==> config.mk <==
export PLATFORM = sky130hd
export DESIGN_NAME = crs_sequencer
export DESIGN_NICKNAME = d
export VERILOG_FILES = /design/src/pkg/crs_pkg.sv /design/src/rtl/crs_sequencer.sv /design/src/rtl/crs_sync.sv /design/src/rtl/crs_timer.sv
export SDC_FILE = /design/constraint.sdc
export NUM_CORES = 1
export LEC_CHECK = 0
export BUFFER_PORTS_ARGS = -buffer_cell sky130_fd_sc_hd__buf_2
export CORE_ASPECT_RATIO = 1.5
export CORE_MARGIN = 1.5
export CORE_UTILIZATION = 55
export DETAILED_ROUTE_END_ITERATION = 7
export PLACE_DENSITY = 0.77
export SLEW_MARGIN = 20
export SYNTH_ARGS = -nofsm -noshare
export SYNTH_HDL_FRONTEND = slang
export SYNTH_HIERARCHICAL = 1
export SYNTH_SLANG_ARGS = --single-unit
==> constraint.sdc <==
create_clock -name clk -period 7.3 [get_ports clk]
set_input_delay 1.095 -clock clk [delete_from_list [all_inputs] [get_ports clk]]
set_output_delay 1.095 -clock clk [all_outputs]
set_load 0.01 [all_outputs]
==> src/pkg/crs_pkg.sv <==
// Constants and types of the core regulator sequencer.
// Assumes a 100 MHz clock and analog comparator flags.
// How it works
// Above 120% of overvoltage setting: high side off, low side on.
// Overvoltage fault latches until power cycle or enable toggle.
// Enable starts the 20uA soft start charge ramp.
// Enable low sinks soft start at 45uA; output follows.
// Soft stop below 300mV: high side off, low side held on.
// Hold boot level until 20us after supply good.
// Boot delay over: clock enable low, then selected level; the code switches clock enable and level in the same cycle.
// Power good enabled 5ms after clock enable asserts.
// Code or mode change masks power good 130us, forcing it high.
// Transitions slew soft start at 350uA.
// Stop without sleep: stop level reference, mask applied.
// Stop and sleep: sleep level reference, mask applied.
// Diode emulation only in sleep with its low enable asserted.
// In diode emulation a current reversal cuts low side for the cycle.
// Enabled power good high only inside the 88-112% window; the code also holds it high while the mask of R9 runs.
// Latched overvoltage fault overrides every mode and request.
package crs_pkg;
    // ==========
    // Timing
    localparam int CLK_NS = 10;
    localparam int BOOT_NS = 20_000;
    localparam int PGDLY_NS = 5_000_000;
    localparam int MASK_NS = 130_000;
    localparam int BOOT_CYC = (BOOT_NS + CLK_NS - 1) / CLK_NS;
    localparam int PGDLY_CYC = (PGDLY_NS + CLK_NS - 1) / CLK_NS;
    localparam int MASK_CYC = (MASK_NS + CLK_NS - 1) / CLK_NS;
    localparam int TW = 20;
    localparam int VW = 6;
    localparam int AW = 8;
    localparam int NIRQ = 4;
    // ==========
    // Register map and fields
    localparam logic [AW-1:0] ADDR_CTRL = 8'h00;
    localparam logic [AW-1:0] ADDR_STATUS = 8'h04;
    localparam logic [AW-1:0] ADDR_IRQ_ST = 8'h08;
    localparam logic [AW-1:0] ADDR_IRQ_EN = 8'h0C;
    localparam logic [AW-1:0] ADDR_IRQ_CLR = 8'h10;
    localparam logic [AW-1:0] ADDR_VCODE = 8'h14;
    localparam int CTRL_DE_BIT = 0;
    localparam int CTRL_OFF_BIT = 1;
    localparam logic [1:0] CTRL_RST = 2'h1;
    localparam int ST_SEQ_LSB = 0;
    localparam int ST_REF_LSB = 4;
    localparam int ST_CLK_BIT = 8;
    localparam int ST_PG_BIT = 9;
    localparam int ST_DE_BIT = 10;
    localparam int IRQ_OVP = 0;
    localparam int IRQ_PGFALL = 1;
    localparam int IRQ_READY = 2;
    localparam int IRQ_MODE = 3;
    localparam logic [1:0] RESP_OKAY = 2'h0;
    localparam logic [1:0] RESP_SLVERR = 2'h2;
    // ==========
    // Types
    typedef enum logic [2:0] {
        SQ_OFF, SQ_START, SQ_BOOT, SQ_RUN, SQ_STOP, SQ_ZERO, SQ_FAULT
    } crs_seq_t;
    typedef enum logic [2:0] {
        REF_ZERO, REF_BOOT, REF_VID, REF_STOP, REF_SLEEP
    } crs_ref_t;
    typedef enum logic [2:0] {
        SS_HOLD, SS_START, SS_SINK, SS_SLEW, SS_DUMP
    } crs_ss_t;
    typedef struct packed {
        logic regEnable;
        logic supplyGood;
        logic stopN;
        logic sleep;
        logic deEnN;
        logic [VW-1:0] vcode;
        logic ovTrip;
        logic windowOk;
        logic nearZero;
        logic zeroCross;
        logic rampDone;
        logic pwmHigh;
    } crs_pins_t;
    typedef struct packed {
        logic clkEnN;
        logic pgOe;
        logic pgOut;
        logic hsBlock;
        logic lsForce;
        logic lsBlock;
        crs_ss_t ssMode;
        crs_ref_t refSel;
        logic deActive;
    } crs_drive_t;
endpackage

==> src/rtl/crs_sequencer.sv <==
// Sequencer top with AXI4-Lite registers.
// Assumes analog comparator flags; drives the power stage.
//
// Decided for this implementation: register access over AXI4-Lite and the address map.
`timescale 1ns/10ps
module crs_sequencer #(
    parameter int PGDLY_CYC = crs_pkg::PGDLY_CYC,
    parameter int MASK_CYC = crs_pkg::MASK_CYC
) (
    input wire logic clk,
    input wire logic rst_n,
    input wire logic regulator_enable_in,
    input wire logic supply_good_flag,
    input wire logic stop_request_n,
    input wire logic sleep_request,
    input wire logic diode_emulation_enable_n,
    input wire logic [crs_pkg::VW-1:0] voltage_code_inputs,
    input wire logic overVoltTrip,
    input wire logic windowOk,
    input wire logic nearZero,
    input wire logic zeroCross,
    input wire logic rampDone,
    input wire logic pwmHigh,
    output logic clockEnableN,
    output logic power_good_out,
    output logic powerGoodOe,
    output logic highSideBlock,
    output logic lowSideForce,
    output logic lowSideBlock,
    output crs_pkg::crs_ss_t softStartMode,
    output crs_pkg::crs_ref_t refSelect,
    output logic diodeEmulActive,
    output logic irq,
    input wire logic awvalid,
    output logic awready,
    input wire logic [crs_pkg::AW-1:0] awaddr,
    input wire logic [2:0] awprot,
    input wire logic wvalid,
    output logic wready,
    input wire logic [31:0] wdata,
    input wire logic [3:0] wstrb,
    output logic bvalid,
    input wire logic bready,
    output logic [1:0] bresp,
    input wire logic arvalid,
    output logic arready,
    input wire logic [crs_pkg::AW-1:0] araddr,
    input wire logic [2:0] arprot,
    output logic rvalid,
    input wire logic rready,
    output logic [31:0] rdata,
    output logic [1:0] rresp
);
    typedef struct packed {
        crs_pkg::crs_seq_t seq;
        crs_pkg::crs_drive_t drv;
        logic [1:0] ctrl;
        logic [crs_pkg::NIRQ-1:0] irqSt;
        logic [crs_pkg::NIRQ-1:0] irqEn;
        logic irq;
        logic [crs_pkg::VW-1:0] prevCode;
        crs_pkg::crs_ref_t prevRef;
        logic pgEn;
        logic pgGood;
        logic lsCut;
        logic bootGo;
        logic pgGo;
        logic maskGo;
        logic tmClear;
        logic awready;
        logic awHeld;
        logic [crs_pkg::AW-1:0] awAddr;
        logic wready;
        logic wHeld;
        logic [31:0] wData;
        logic wLow;
        logic bvalid;
        logic [1:0] bresp;
        logic arready;
        logic rvalid;
        logic [31:0] rdata;
        logic [1:0] rresp;
    } crs_top_st_t;
    crs_top_st_t st_q;
    crs_top_st_t st_d;
    crs_pkg::crs_pins_t pinRaw;
    crs_pkg::crs_pins_t pin;
    logic bootDone;
    logic pgDone;
    logic maskRun;
    // ==========
    // Input synchronisers
    assign pinRaw = {regulator_enable_in, supply_good_flag, stop_request_n,
        sleep_request, diode_emulation_enable_n, voltage_code_inputs,
        overVoltTrip, windowOk, nearZero, zeroCross, rampDone, pwmHigh};
    crs_sync #(
        .W($bits(crs_pkg::crs_pins_t))
    ) u_sync (
        .clk(clk),
        .rst_n(rst_n),
        .din(pinRaw),
        .dout(pin)
    );
    // ==========
    // Timers
    crs_timer #(
        .W(crs_pkg::TW)
    ) u_boot (
        .clk(clk),
        .rst_n(rst_n),
        .start(st_q.bootGo),
        .clear(st_q.tmClear),
        .load(crs_pkg::TW'(crs_pkg::BOOT_CYC)),
        .running(),
        .done(bootDone)
    );
    crs_timer #(
        .W(crs_pkg::TW)
    ) u_pgdly (
        .clk(clk),
        .rst_n(rst_n),
        .start(st_q.pgGo),
        .clear(st_q.tmClear),
        .load(crs_pkg::TW'(PGDLY_CYC)),
        .running(),
        .done(pgDone)
    );
    crs_timer #(
        .W(crs_pkg::TW)
    ) u_mask (
        .clk(clk),
        .rst_n(rst_n),
        .start(st_q.maskGo),
        .clear(st_q.tmClear),
        .load(crs_pkg::TW'(MASK_CYC)),
        .running(maskRun),
        .done()
    );
    // ==========
    // Register read mux
    function automatic logic [31:0] readReg(
        input logic [crs_pkg::AW-1:0] a,
        input crs_top_st_t s
    );
        logic [31:0] r;
        r = '0;
        case (a)
            crs_pkg::ADDR_CTRL: begin
                r[1:0] = s.ctrl;
            end
            crs_pkg::ADDR_STATUS: begin
                r[crs_pkg::ST_SEQ_LSB +: 3] = s.seq;
                r[crs_pkg::ST_REF_LSB +: 3] = s.drv.refSel;
                r[crs_pkg::ST_CLK_BIT] = s.drv.clkEnN;
                r[crs_pkg::ST_PG_BIT] = s.pgGood;
                r[crs_pkg::ST_DE_BIT] = s.drv.deActive;
            end
            crs_pkg::ADDR_IRQ_ST: begin
                r[crs_pkg::NIRQ-1:0] = s.irqSt;
            end
            crs_pkg::ADDR_IRQ_EN: begin
                r[crs_pkg::NIRQ-1:0] = s.irqEn;
            end
            crs_pkg::ADDR_VCODE: begin
                r[crs_pkg::VW-1:0] = s.prevCode;
            end
            default: begin
                r = '0;
            end
        endcase
        return r;
    endfunction
    function automatic logic mapped(input logic [crs_pkg::AW-1:0] a);
        return a == crs_pkg::ADDR_CTRL || a == crs_pkg::ADDR_STATUS ||
            a == crs_pkg::ADDR_IRQ_ST || a == crs_pkg::ADDR_IRQ_EN ||
            a == crs_pkg::ADDR_IRQ_CLR || a == crs_pkg::ADDR_VCODE;
    endfunction
    // ==========
    // Next state
    always_comb begin
        logic en;
        logic [crs_pkg::NIRQ-1:0] ev;
        logic [crs_pkg::NIRQ-1:0] clr;
        crs_pkg::crs_ref_t modeRef;
        logic changed;
        en = 1'b0;
        ev = '0;
        clr = '0;
        modeRef = crs_pkg::REF_VID;
        changed = 1'b0;
        st_d = st_q;
        st_d.bootGo = 1'b0;
        st_d.pgGo = 1'b0;
        st_d.maskGo = 1'b0;
        st_d.tmClear = 1'b0;
        en = pin.regEnable & ~st_q.ctrl[crs_pkg::CTRL_OFF_BIT];
        // Both asserted selects sleep
        if (!pin.stopN && pin.sleep) begin
            modeRef = crs_pkg::REF_SLEEP;
        // Stop alone selects stop
        end else if (!pin.stopN) begin
            modeRef = crs_pkg::REF_STOP;
        end
        changed = pin.vcode != st_q.prevCode || modeRef != st_q.prevRef;
        case (st_q.seq)
            crs_pkg::SQ_OFF: begin
                // New power up on enable
                if (en) begin
                    st_d.seq = crs_pkg::SQ_START;
                end
            end
            crs_pkg::SQ_START: begin
                // Boot delay from supply good
                if (pin.rampDone && pin.supplyGood) begin
                    st_d.seq = crs_pkg::SQ_BOOT;
                    st_d.bootGo = 1'b1;
                end
            end
            crs_pkg::SQ_BOOT: begin
                // Clock enable and VOLTAGE_CODE_INPUTS level in the same cycle
                if (bootDone) begin
                    st_d.seq = crs_pkg::SQ_RUN;
                    st_d.pgGo = 1'b1;
                    st_d.maskGo = 1'b1;
                    st_d.prevCode = pin.vcode;
                    st_d.prevRef = modeRef;
                end
            end
            crs_pkg::SQ_RUN: begin
                // Mask on code change
                if (changed) begin
                    st_d.maskGo = 1'b1;
                    st_d.prevCode = pin.vcode;
                    st_d.prevRef = modeRef;
                    ev[crs_pkg::IRQ_MODE] = 1'b1;
                end
                // Power good enable
                if (pgDone && !st_q.pgEn) begin
                    st_d.pgEn = 1'b1;
                    ev[crs_pkg::IRQ_READY] = 1'b1;
                end
            end
            crs_pkg::SQ_STOP: begin
                // Near zero clamp
                if (pin.nearZero) begin
                    st_d.seq = crs_pkg::SQ_ZERO;
                end else if (en) begin
                    st_d.seq = crs_pkg::SQ_START;
                end
            end
            crs_pkg::SQ_ZERO: begin
                if (en) begin
                    st_d.seq = crs_pkg::SQ_START;
                end
            end
            crs_pkg::SQ_FAULT: begin
                // Enable low clears latch
                if (!en) begin
                    st_d.seq = crs_pkg::SQ_OFF;
                end
            end
            default: begin
                st_d.seq = crs_pkg::SQ_OFF;
            end
        endcase
        // Enable low starts soft stop
        if (!en && (st_q.seq == crs_pkg::SQ_START ||
                st_q.seq == crs_pkg::SQ_BOOT ||
                st_q.seq == crs_pkg::SQ_RUN)) begin
            st_d.seq = crs_pkg::SQ_STOP;
        end
        // Fault beats all else
        if (pin.ovTrip && st_q.seq != crs_pkg::SQ_OFF &&
                st_q.seq != crs_pkg::SQ_FAULT) begin
            st_d.seq = crs_pkg::SQ_FAULT;
            ev[crs_pkg::IRQ_OVP] = 1'b1;
        end
        if (st_d.seq != crs_pkg::SQ_RUN) begin
            st_d.pgEn = 1'b0;
            st_d.tmClear = st_q.seq == crs_pkg::SQ_RUN;
        end
        // ==========
        // Power stage drive
        st_d.drv.clkEnN = st_d.seq != crs_pkg::SQ_RUN;
        st_d.drv.hsBlock = 1'b0;
        st_d.drv.lsForce = 1'b0;
        st_d.drv.ssMode = crs_pkg::SS_HOLD;
        st_d.drv.refSel = crs_pkg::REF_ZERO;
        case (st_d.seq)
            crs_pkg::SQ_OFF: begin
                st_d.drv.hsBlock = 1'b1;
                st_d.drv.ssMode = crs_pkg::SS_DUMP;
            end
            crs_pkg::SQ_START: begin
                // Charge soft start ramp
                st_d.drv.ssMode = crs_pkg::SS_START;
                st_d.drv.refSel = crs_pkg::REF_BOOT;
            end
            crs_pkg::SQ_BOOT: begin
                st_d.drv.refSel = crs_pkg::REF_BOOT;
            end
            crs_pkg::SQ_RUN: begin
                st_d.drv.refSel = modeRef;
                // Slew current on transition
                if (st_d.maskGo || maskRun) begin
                    st_d.drv.ssMode = crs_pkg::SS_SLEW;
                end
            end
            crs_pkg::SQ_STOP: begin
                // Sink ramp down
                st_d.drv.ssMode = crs_pkg::SS_SINK;
                st_d.drv.refSel = crs_pkg::REF_BOOT;
            end
            default: begin
                // Fault or clamp drive
                st_d.drv.hsBlock = 1'b1;
                st_d.drv.lsForce = 1'b1;
                st_d.drv.ssMode = crs_pkg::SS_DUMP;
            end
        endcase
        // Diode emulation gate
        st_d.drv.deActive = st_d.seq == crs_pkg::SQ_RUN &&
            modeRef == crs_pkg::REF_SLEEP && !pin.deEnN &&
            st_q.ctrl[crs_pkg::CTRL_DE_BIT];
        // Cut low side on reversal
        if (!st_d.drv.deActive || pin.pwmHigh) begin
            st_d.lsCut = 1'b0;
        end else if (pin.zeroCross) begin
            st_d.lsCut = 1'b1;
        end
        st_d.drv.lsBlock = st_d.lsCut;
        // Window or mask
        st_d.pgGood = st_d.pgEn && (maskRun || st_d.maskGo || pin.windowOk);
        if (st_q.pgGood && !st_d.pgGood && st_d.seq == crs_pkg::SQ_RUN) begin
            ev[crs_pkg::IRQ_PGFALL] = 1'b1;
        end
        st_d.drv.pgOut = 1'b0;
        st_d.drv.pgOe = ~st_d.pgGood;
        // ==========
        // AXI4-Lite write
        if (awvalid && st_q.awready) begin
            st_d.awHeld = 1'b1;
            st_d.awAddr = awaddr;
            st_d.awready = 1'b0;
        end
        if (wvalid && st_q.wready) begin
            st_d.wHeld = 1'b1;
            st_d.wData = wdata;
            st_d.wLow = wstrb[0];
            st_d.wready = 1'b0;
        end
        if (st_q.awHeld && st_q.wHeld && !st_q.bvalid) begin
            st_d.awHeld = 1'b0;
            st_d.wHeld = 1'b0;
            st_d.bvalid = 1'b1;
            st_d.bresp = mapped(st_q.awAddr) ? crs_pkg::RESP_OKAY :
                crs_pkg::RESP_SLVERR;
            if (st_q.wLow) begin
                case (st_q.awAddr)
                    crs_pkg::ADDR_CTRL: begin
                        st_d.ctrl = st_q.wData[1:0];
                    end
                    crs_pkg::ADDR_IRQ_EN: begin
                        st_d.irqEn = st_q.wData[crs_pkg::NIRQ-1:0];
                    end
                    crs_pkg::ADDR_IRQ_CLR: begin
                        clr = st_q.wData[crs_pkg::NIRQ-1:0];
                    end
                    default: begin
                        clr = '0;
                    end
                endcase
            end
        end
        if (st_q.bvalid && bready) begin
            st_d.bvalid = 1'b0;
            st_d.awready = 1'b1;
            st_d.wready = 1'b1;
        end
        // ==========
        // AXI4-Lite read
        if (arvalid && st_q.arready) begin
            st_d.arready = 1'b0;
            st_d.rvalid = 1'b1;
            st_d.rdata = readReg(araddr, st_q);
            st_d.rresp = mapped(araddr) ? crs_pkg::RESP_OKAY :
                crs_pkg::RESP_SLVERR;
        end
        if (st_q.rvalid && rready) begin
            st_d.rvalid = 1'b0;
            st_d.arready = 1'b1;
        end
        // ==========
        // Interrupts, set beats clear
        st_d.irqSt = (st_q.irqSt & ~clr) | ev;
        st_d.irq = |(st_d.irqSt & st_d.irqEn);
    end
    always_ff @(posedge clk or negedge rst_n) begin
        if (!rst_n) begin
            st_q <= '0;
            st_q.seq <= crs_pkg::SQ_OFF;
            st_q.ctrl <= crs_pkg::CTRL_RST;
            st_q.drv.clkEnN <= 1'b1;
            st_q.drv.pgOe <= 1'b1;
            st_q.drv.hsBlock <= 1'b1;
            st_q.drv.ssMode <= crs_pkg::SS_DUMP;
            st_q.prevRef <= crs_pkg::REF_VID;
            st_q.awready <= 1'b1;
            st_q.wready <= 1'b1;
            st_q.arready <= 1'b1;
        end else begin
            st_q <= st_d;
        end
    end
    // ==========
    // Outputs
    assign clockEnableN = st_q.drv.clkEnN;
    assign power_good_out = st_q.drv.pgOut;
    assign powerGoodOe = st_q.drv.pgOe;
    assign highSideBlock = st_q.drv.hsBlock;
    assign lowSideForce = st_q.drv.lsForce;
    assign lowSideBlock = st_q.drv.lsBlock;
    assign softStartMode = st_q.drv.ssMode;
    assign refSelect = st_q.drv.refSel;
    assign diodeEmulActive = st_q.drv.deActive;
    assign irq = st_q.irq;
    assign awready = st_q.awready;
    assign wready = st_q.wready;
    assign bvalid = st_q.bvalid;
    assign bresp = st_q.bresp;
    assign arready = st_q.arready;
    assign rvalid = st_q.rvalid;
    assign rdata = st_q.rdata;
    assign rresp = st_q.rresp;
endmodule

==> src/rtl/crs_sync.sv <==
// Three flop input synchroniser with agreement filter.
// Assumes asynchronous inputs; stages two and three must agree.
`timescale 1ns/10ps
module crs_sync #(
    parameter int W = 1
) (
    input wire logic clk,
    input wire logic rst_n,
    input wire logic [W-1:0] din,
    output logic [W-1:0] dout
);
    typedef struct packed {
        logic [W-1:0] s1;
        logic [W-1:0] s2;
        logic [W-1:0] s3;
        logic [W-1:0] q;
    } crs_sync_st_t;
    crs_sync_st_t st_q;
    crs_sync_st_t st_d;
    logic [W-1:0] agree;
    // ==========================================
    // Per bit agreement
    for (genvar i = 0; i < W; i++) begin : g_bit
        assign agree[i] = (st_q.s2[i] == st_q.s3[i]) ? st_q.s3[i] : st_q.q[i];
    end
    always_comb begin
        st_d = st_q;
        st_d.s1 = din;
        st_d.s2 = st_q.s1;
        st_d.s3 = st_q.s2;
        st_d.q = agree;
    end
    always_ff @(posedge clk or negedge rst_n) begin
        if (!rst_n) begin
            st_q <= '0;
        end else begin
            st_q <= st_d;
        end
    end
    assign dout = st_q.q;
endmodule

==> src/rtl/crs_timer.sv <==
// One shot down counter; done holds until start or clear.
// Assumes load is at least one.
`timescale 1ns/10ps
module crs_timer #(
    parameter int W = 20
) (
    input wire logic clk,
    input wire logic rst_n,
    input wire logic start,
    input wire logic clear,
    input wire logic [W-1:0] load,
    output logic running,
    output logic done
);
    typedef struct packed {
        logic [W-1:0] cnt;
        logic run;
        logic done;
    } crs_timer_st_t;
    crs_timer_st_t st_q;
    crs_timer_st_t st_d;
    always_comb begin
        st_d = st_q;
        if (clear) begin
            st_d.run = 1'b0;
            st_d.done = 1'b0;
        end else if (start) begin
            st_d.cnt = load;
            st_d.run = 1'b1;
            st_d.done = 1'b0;
        end else if (st_q.run) begin
            st_d.cnt = st_q.cnt - W'(1);
            if (st_q.cnt == W'(1)) begin
                st_d.run = 1'b0;
                st_d.done = 1'b1;
            end
        end
    end
    always_ff @(posedge clk or negedge rst_n) begin
        if (!rst_n) begin
            st_q <= '0;
        end else begin
            st_q <= st_d;
        end
    end
    assign running = st_q.run;
    assign done = st_q.done;
endmodule

==> Word level (Yosys, flattened, before mapping) <==
Cells that the tools add are included.
{ "word_totals": {"register_bits": 236, "inputBits": 82} }
{ "classes": {"eq_ne": 47, "n_mux": 70, "bitwise": 8, "add_sub_neg": 3, "n_reduce_logical": 74} }
{ "op_table": {"columns": ["cell", "count"], "rows": [
  ["$mux 22", 6],
  ["$eq 20x1->1 const B", 3],
  ["$sub 20x1->20 const B", 3],
  ["$mux 36", 1],
  ["$mux 35", 1],
  ["$eq 8x4->1 const B", 4],
  ["$eq 8x5->1 const B", 4],
  ["$mux 3", 10],
  ["$mux 2", 12],
  ["$mux 4", 6],
  ["$mux 1", 22],
  ["$reduce_bool 2->1", 11],
  ["$logic_and 1x1->1", 19],
  ["$mux 9", 2],
  ["$pmux 3 s6", 1],
  ["$pmux 9 s2", 1],
  ["$eq 1x1->1", 17],
  ["$eq 8x3->1 const B", 2],
  ["$logic_not 8->1", 2],
  ["$logic_or 1x1->1", 16],
  ["$eq 3x3->1 const B", 5],
  ["$reduce_bool 3->1", 5],
  ["$eq 3x2->1 const B", 4],
  ["$pmux 3 s4", 1],
  ["27 further kinds", 44]
]} }

==> Longest topological paths before layout <==
{ "depth": {"ltp_word": 17, "ltp_mapped": 8} }

==> By module <==
The synthesis kept the hierarchy.
{ "modules_own_cells": {"columns": ["module", "seq_area_each_um2", "instances", "cells_each", "area_per_inst_um2"], "rows": [
  ["crs_sequencer", 1838.0, 1, 326, 3573.4],
  ["crs_sync", 1701.6, 1, 102, 2020.7],
  ["crs_timer (u_pgdly)", 550.5, 1, 170, 1490.2],
  ["crs_timer (u_mask)", 550.5, 1, 172, 1418.9],
  ["crs_timer (u_boot)", 550.5, 1, 165, 1412.6]
]} }

==> Worst setup path before layout <==
OpenSTA, ideal clock, no wires.
{ "synth_path": {"kind": "reg-to-reg", "start": "register st_q[74] in the netlist's numbering", "end": "register st_q (netlist bit irq)", "setup_slack_ns": 4.662, "n_path_buf": 0, "setup_time_ns": 0.126, "arrival_ns": 2.512, "synth_period_minus_slack_ns": 2.638, "path_stages_with_launch": 7, "t_required_ns": 7.174, "cell_sequence": "dfrtp_1 > or4_4 > or4b_4 > nor3_4 > mux2_4 > a22o_4 > a221o_1"} }
{ "synth_lines": {"columns": ["element", "line_no", "text"], "rows": [
  ["from (decl)", "crs_sequencer.sv:84", "crs_top_st_t st_q;"],
  ["from (signal assigned)", "crs_sequencer.sv:412", "st_q <= st_d;"]
]} }

==> summary.txt <==
Layout
  • Most frequent cells in the layout: dfrtp_1, conb_1, buf_2
  • Layout cells sized above 1: 0.187
  • Multi-input gate area: 0.00430 mm2
  • Area Growth Syn to Fin: 11.0%
  • Antenna diodes: 0
  • Fill cell total of the finished layout: 1445
  • Total Nets Final: 1104
  • Post-layout util: 0.627
  • Most common cell after layout, fill and taps aside: dfrtp_1
  • Register area: 0.00517 mm2

Die
  • Core Rows: 59
  • Die Width: 112 um
  • Boundary pin count: 137
  • Starting Density: 0.564
  • Placeable Area: 0.0175 mm2
  • Die footprint: 0.0188 mm2
  • DIE HEIGHT: 167 um

Global route
  • M2 GR Usage: 0.394
  • Initial antenna violation count: 0
  • Vias in the first global route: 6872
  • Met1 usage: 0.268
  • Total track usage: 0.218
  • Met3 Resource Use GR: 0.0338
  • GR peak layer: met2
  • First-pass GRT wire length: 33900 um
  • GRT overflow: 0
  • Largest net degree at the start of global routing: 137

Power
  • Combinational fraction of design power: 0.258
  • Leakage power figure: 4.79 nW
  • PD cells: 342 mW/mm2
  • Switching part of the total: 0.340
  • Switching pwr: 1.28 mW
  • Internal power: 2.48 mW
  • Clock power share: 0.300
  • Sequential Power Share: 0.442
  • VDD IR max: 309 uV

Clock network
  • Cts repair resizes: 0
  • Clock Pin Slew Worst Setup and Hold Paths: 0.06 ns
  • CTS root buffer: clkbuf_16
  • Hold-fix buffers, CTS: 0
  • Worst skew pair latency: 0.50 ns
  • # Post-CTS Setup Buffers: 0
  • CTS H-Tree Depth: 1
  • Num Clock Sinks: 206
  • CTS tree: yes
  • Clock buffer depth: 3
  • TritonCTS Buffers: 21

Placement
  • Place WS: 4.30 ns
  • GP Congestion: 0.854
  • IO Port Bufs: 74
  • HPWL after DPL: 13900 um

Synthesis
  • Synth warn: 6
  • Mean Syn Cell Area: 10.6 um2
  • Synth Instances: 930
  • Mapped Area: 0.00987 mm2

Setup path
  • Critical path arrival: 3.40 ns
  • Critical Path Sink Type: flip-flop
  • Crit start category: flip-flop
  • Crit Path Category: flip-flop to flip-flop
  • Largest fanout on the critical path: 11
  • Reg2Reg Depth: 6
  • Critical Path RT: 7.66 ns

Route
  • Via count: 7194
  • DR iter-0 viols: 504
  • Vias per cell: 5.79
  • Drc violations: 1
  • DR pass1 iterations: 7
  • Post-DRT Antenna Nets: 0
  • Final wirelength: 20600 um
  • Avg WL per Cell: 16.6 um

Hold path
  • Hold path depth: 0
  • Worst min-delay path class: flip-flop to flip-flop

Timing
  • RSZ-0062 raised after global routing: false
  • Tcrit/Tclk final: 0.415
  • Setup violations, final: 0
  • Max-slew headroom: 0.264
  • Clock Skew: 0.0122 ns
  • Tmin final: 3.03 ns
  • Pins Over Slew Limit: 0
  • Final-report hold violation count: 0
  • Max Freq: 330 MHz
  • PnR worst setup slack: 4.27 ns
  • Slew @ Worst Pin: 1.09 ns
  • Setup TNS: 0 ns

Flow run
  • Max-cap violations: 0

Run status
  • Failing checks: design-rule violations
  • Status: finished, violations left
registers in the layout (all words and copies together), names as in the netlist, 3 cells and up:
name / flops
st_q: 44
u_sync/st_d: 34
u_boot/st_q: 20
u_mask/st_q: 20
u_sync/st_q: 17
u_pgdly/st_q: 20
rdata: 10
softStartMode: 3
refSelect: 3
u_sync/dout: 17
layout make-up:
class,instances,area share
tap,213,0.0243
clock inverter,10,0.0148
multi-input combinational,681,0.392
clock buffer,27,0.0509
inverter,29,0.00993
sequential,206,0.471
timing repair buffer,77,0.0368
metrics by stage:
stage | area (um2) | std cells | power, mW | hold WS (ns)
2_1_floorplan | 10200 | 1014 | 2.38 | 0.331
3_3_place_gp | 10200 | 1206 | 2.59 | 0.331
3_5_place_dp | 10200 | 1206 | 2.63 | 0.335
4_1_cts | 11000 | 1243 | 3.76 | 0.339
5_1_grt | 11000 | 1243 | 3.96 | 0.337
6_report | 11000 | 1243 | 3.75 | 0.338
final timing paths:
| check | from | slack (ns) | to |
|---|---|---|---|
| min in group asynchronous | rst_n | 0.71 | u_sync/st_d[46] |
| min reg2reg | u_sync/st_d[36] | 0.34 | u_sync/st_d[19] |
| max in group asynchronous | rst_n | 5.16 | u_mask/st_q[12] |
| max reg2reg | st_q[92] | 4.27 | softStartMode[0] |
| max | st_q[92] | 4.27 | softStartMode[0] |
| min | u_sync/st_d[36] | 0.34 | u_sync/st_d[19] |
power groups by stage:
stage	Sequential, mW	Combinational, mW	Clock [mW]
after global routing	1.70	1.07	1.19
after CTS	1.65	0.963	1.14
after floorplan	1.57	0.810	0
final	1.66	0.967	1.13
after global placement	1.66	0.929	0
after detailed placement	1.67	0.959	0
metal layers:
metal	part of all wire	wire length (um)	vias up
li1	-	-	3439
met1	0.41	8390	3515
met2	0.52	10800	198
met3	0.046	947	42
met4	0.024	486	0
met5	0	0	-
worst max-delay path, stage by stage (launching register included):
cell,delay [ns]
dfstp_2,0.55
or4bb_1,0.47
a21oi_1,0.13
o2111ai_1,0.24
a21oi_1,0.90
inv_1,0.18
o311a_1,0.43
(Power assumes the default switching activity.)
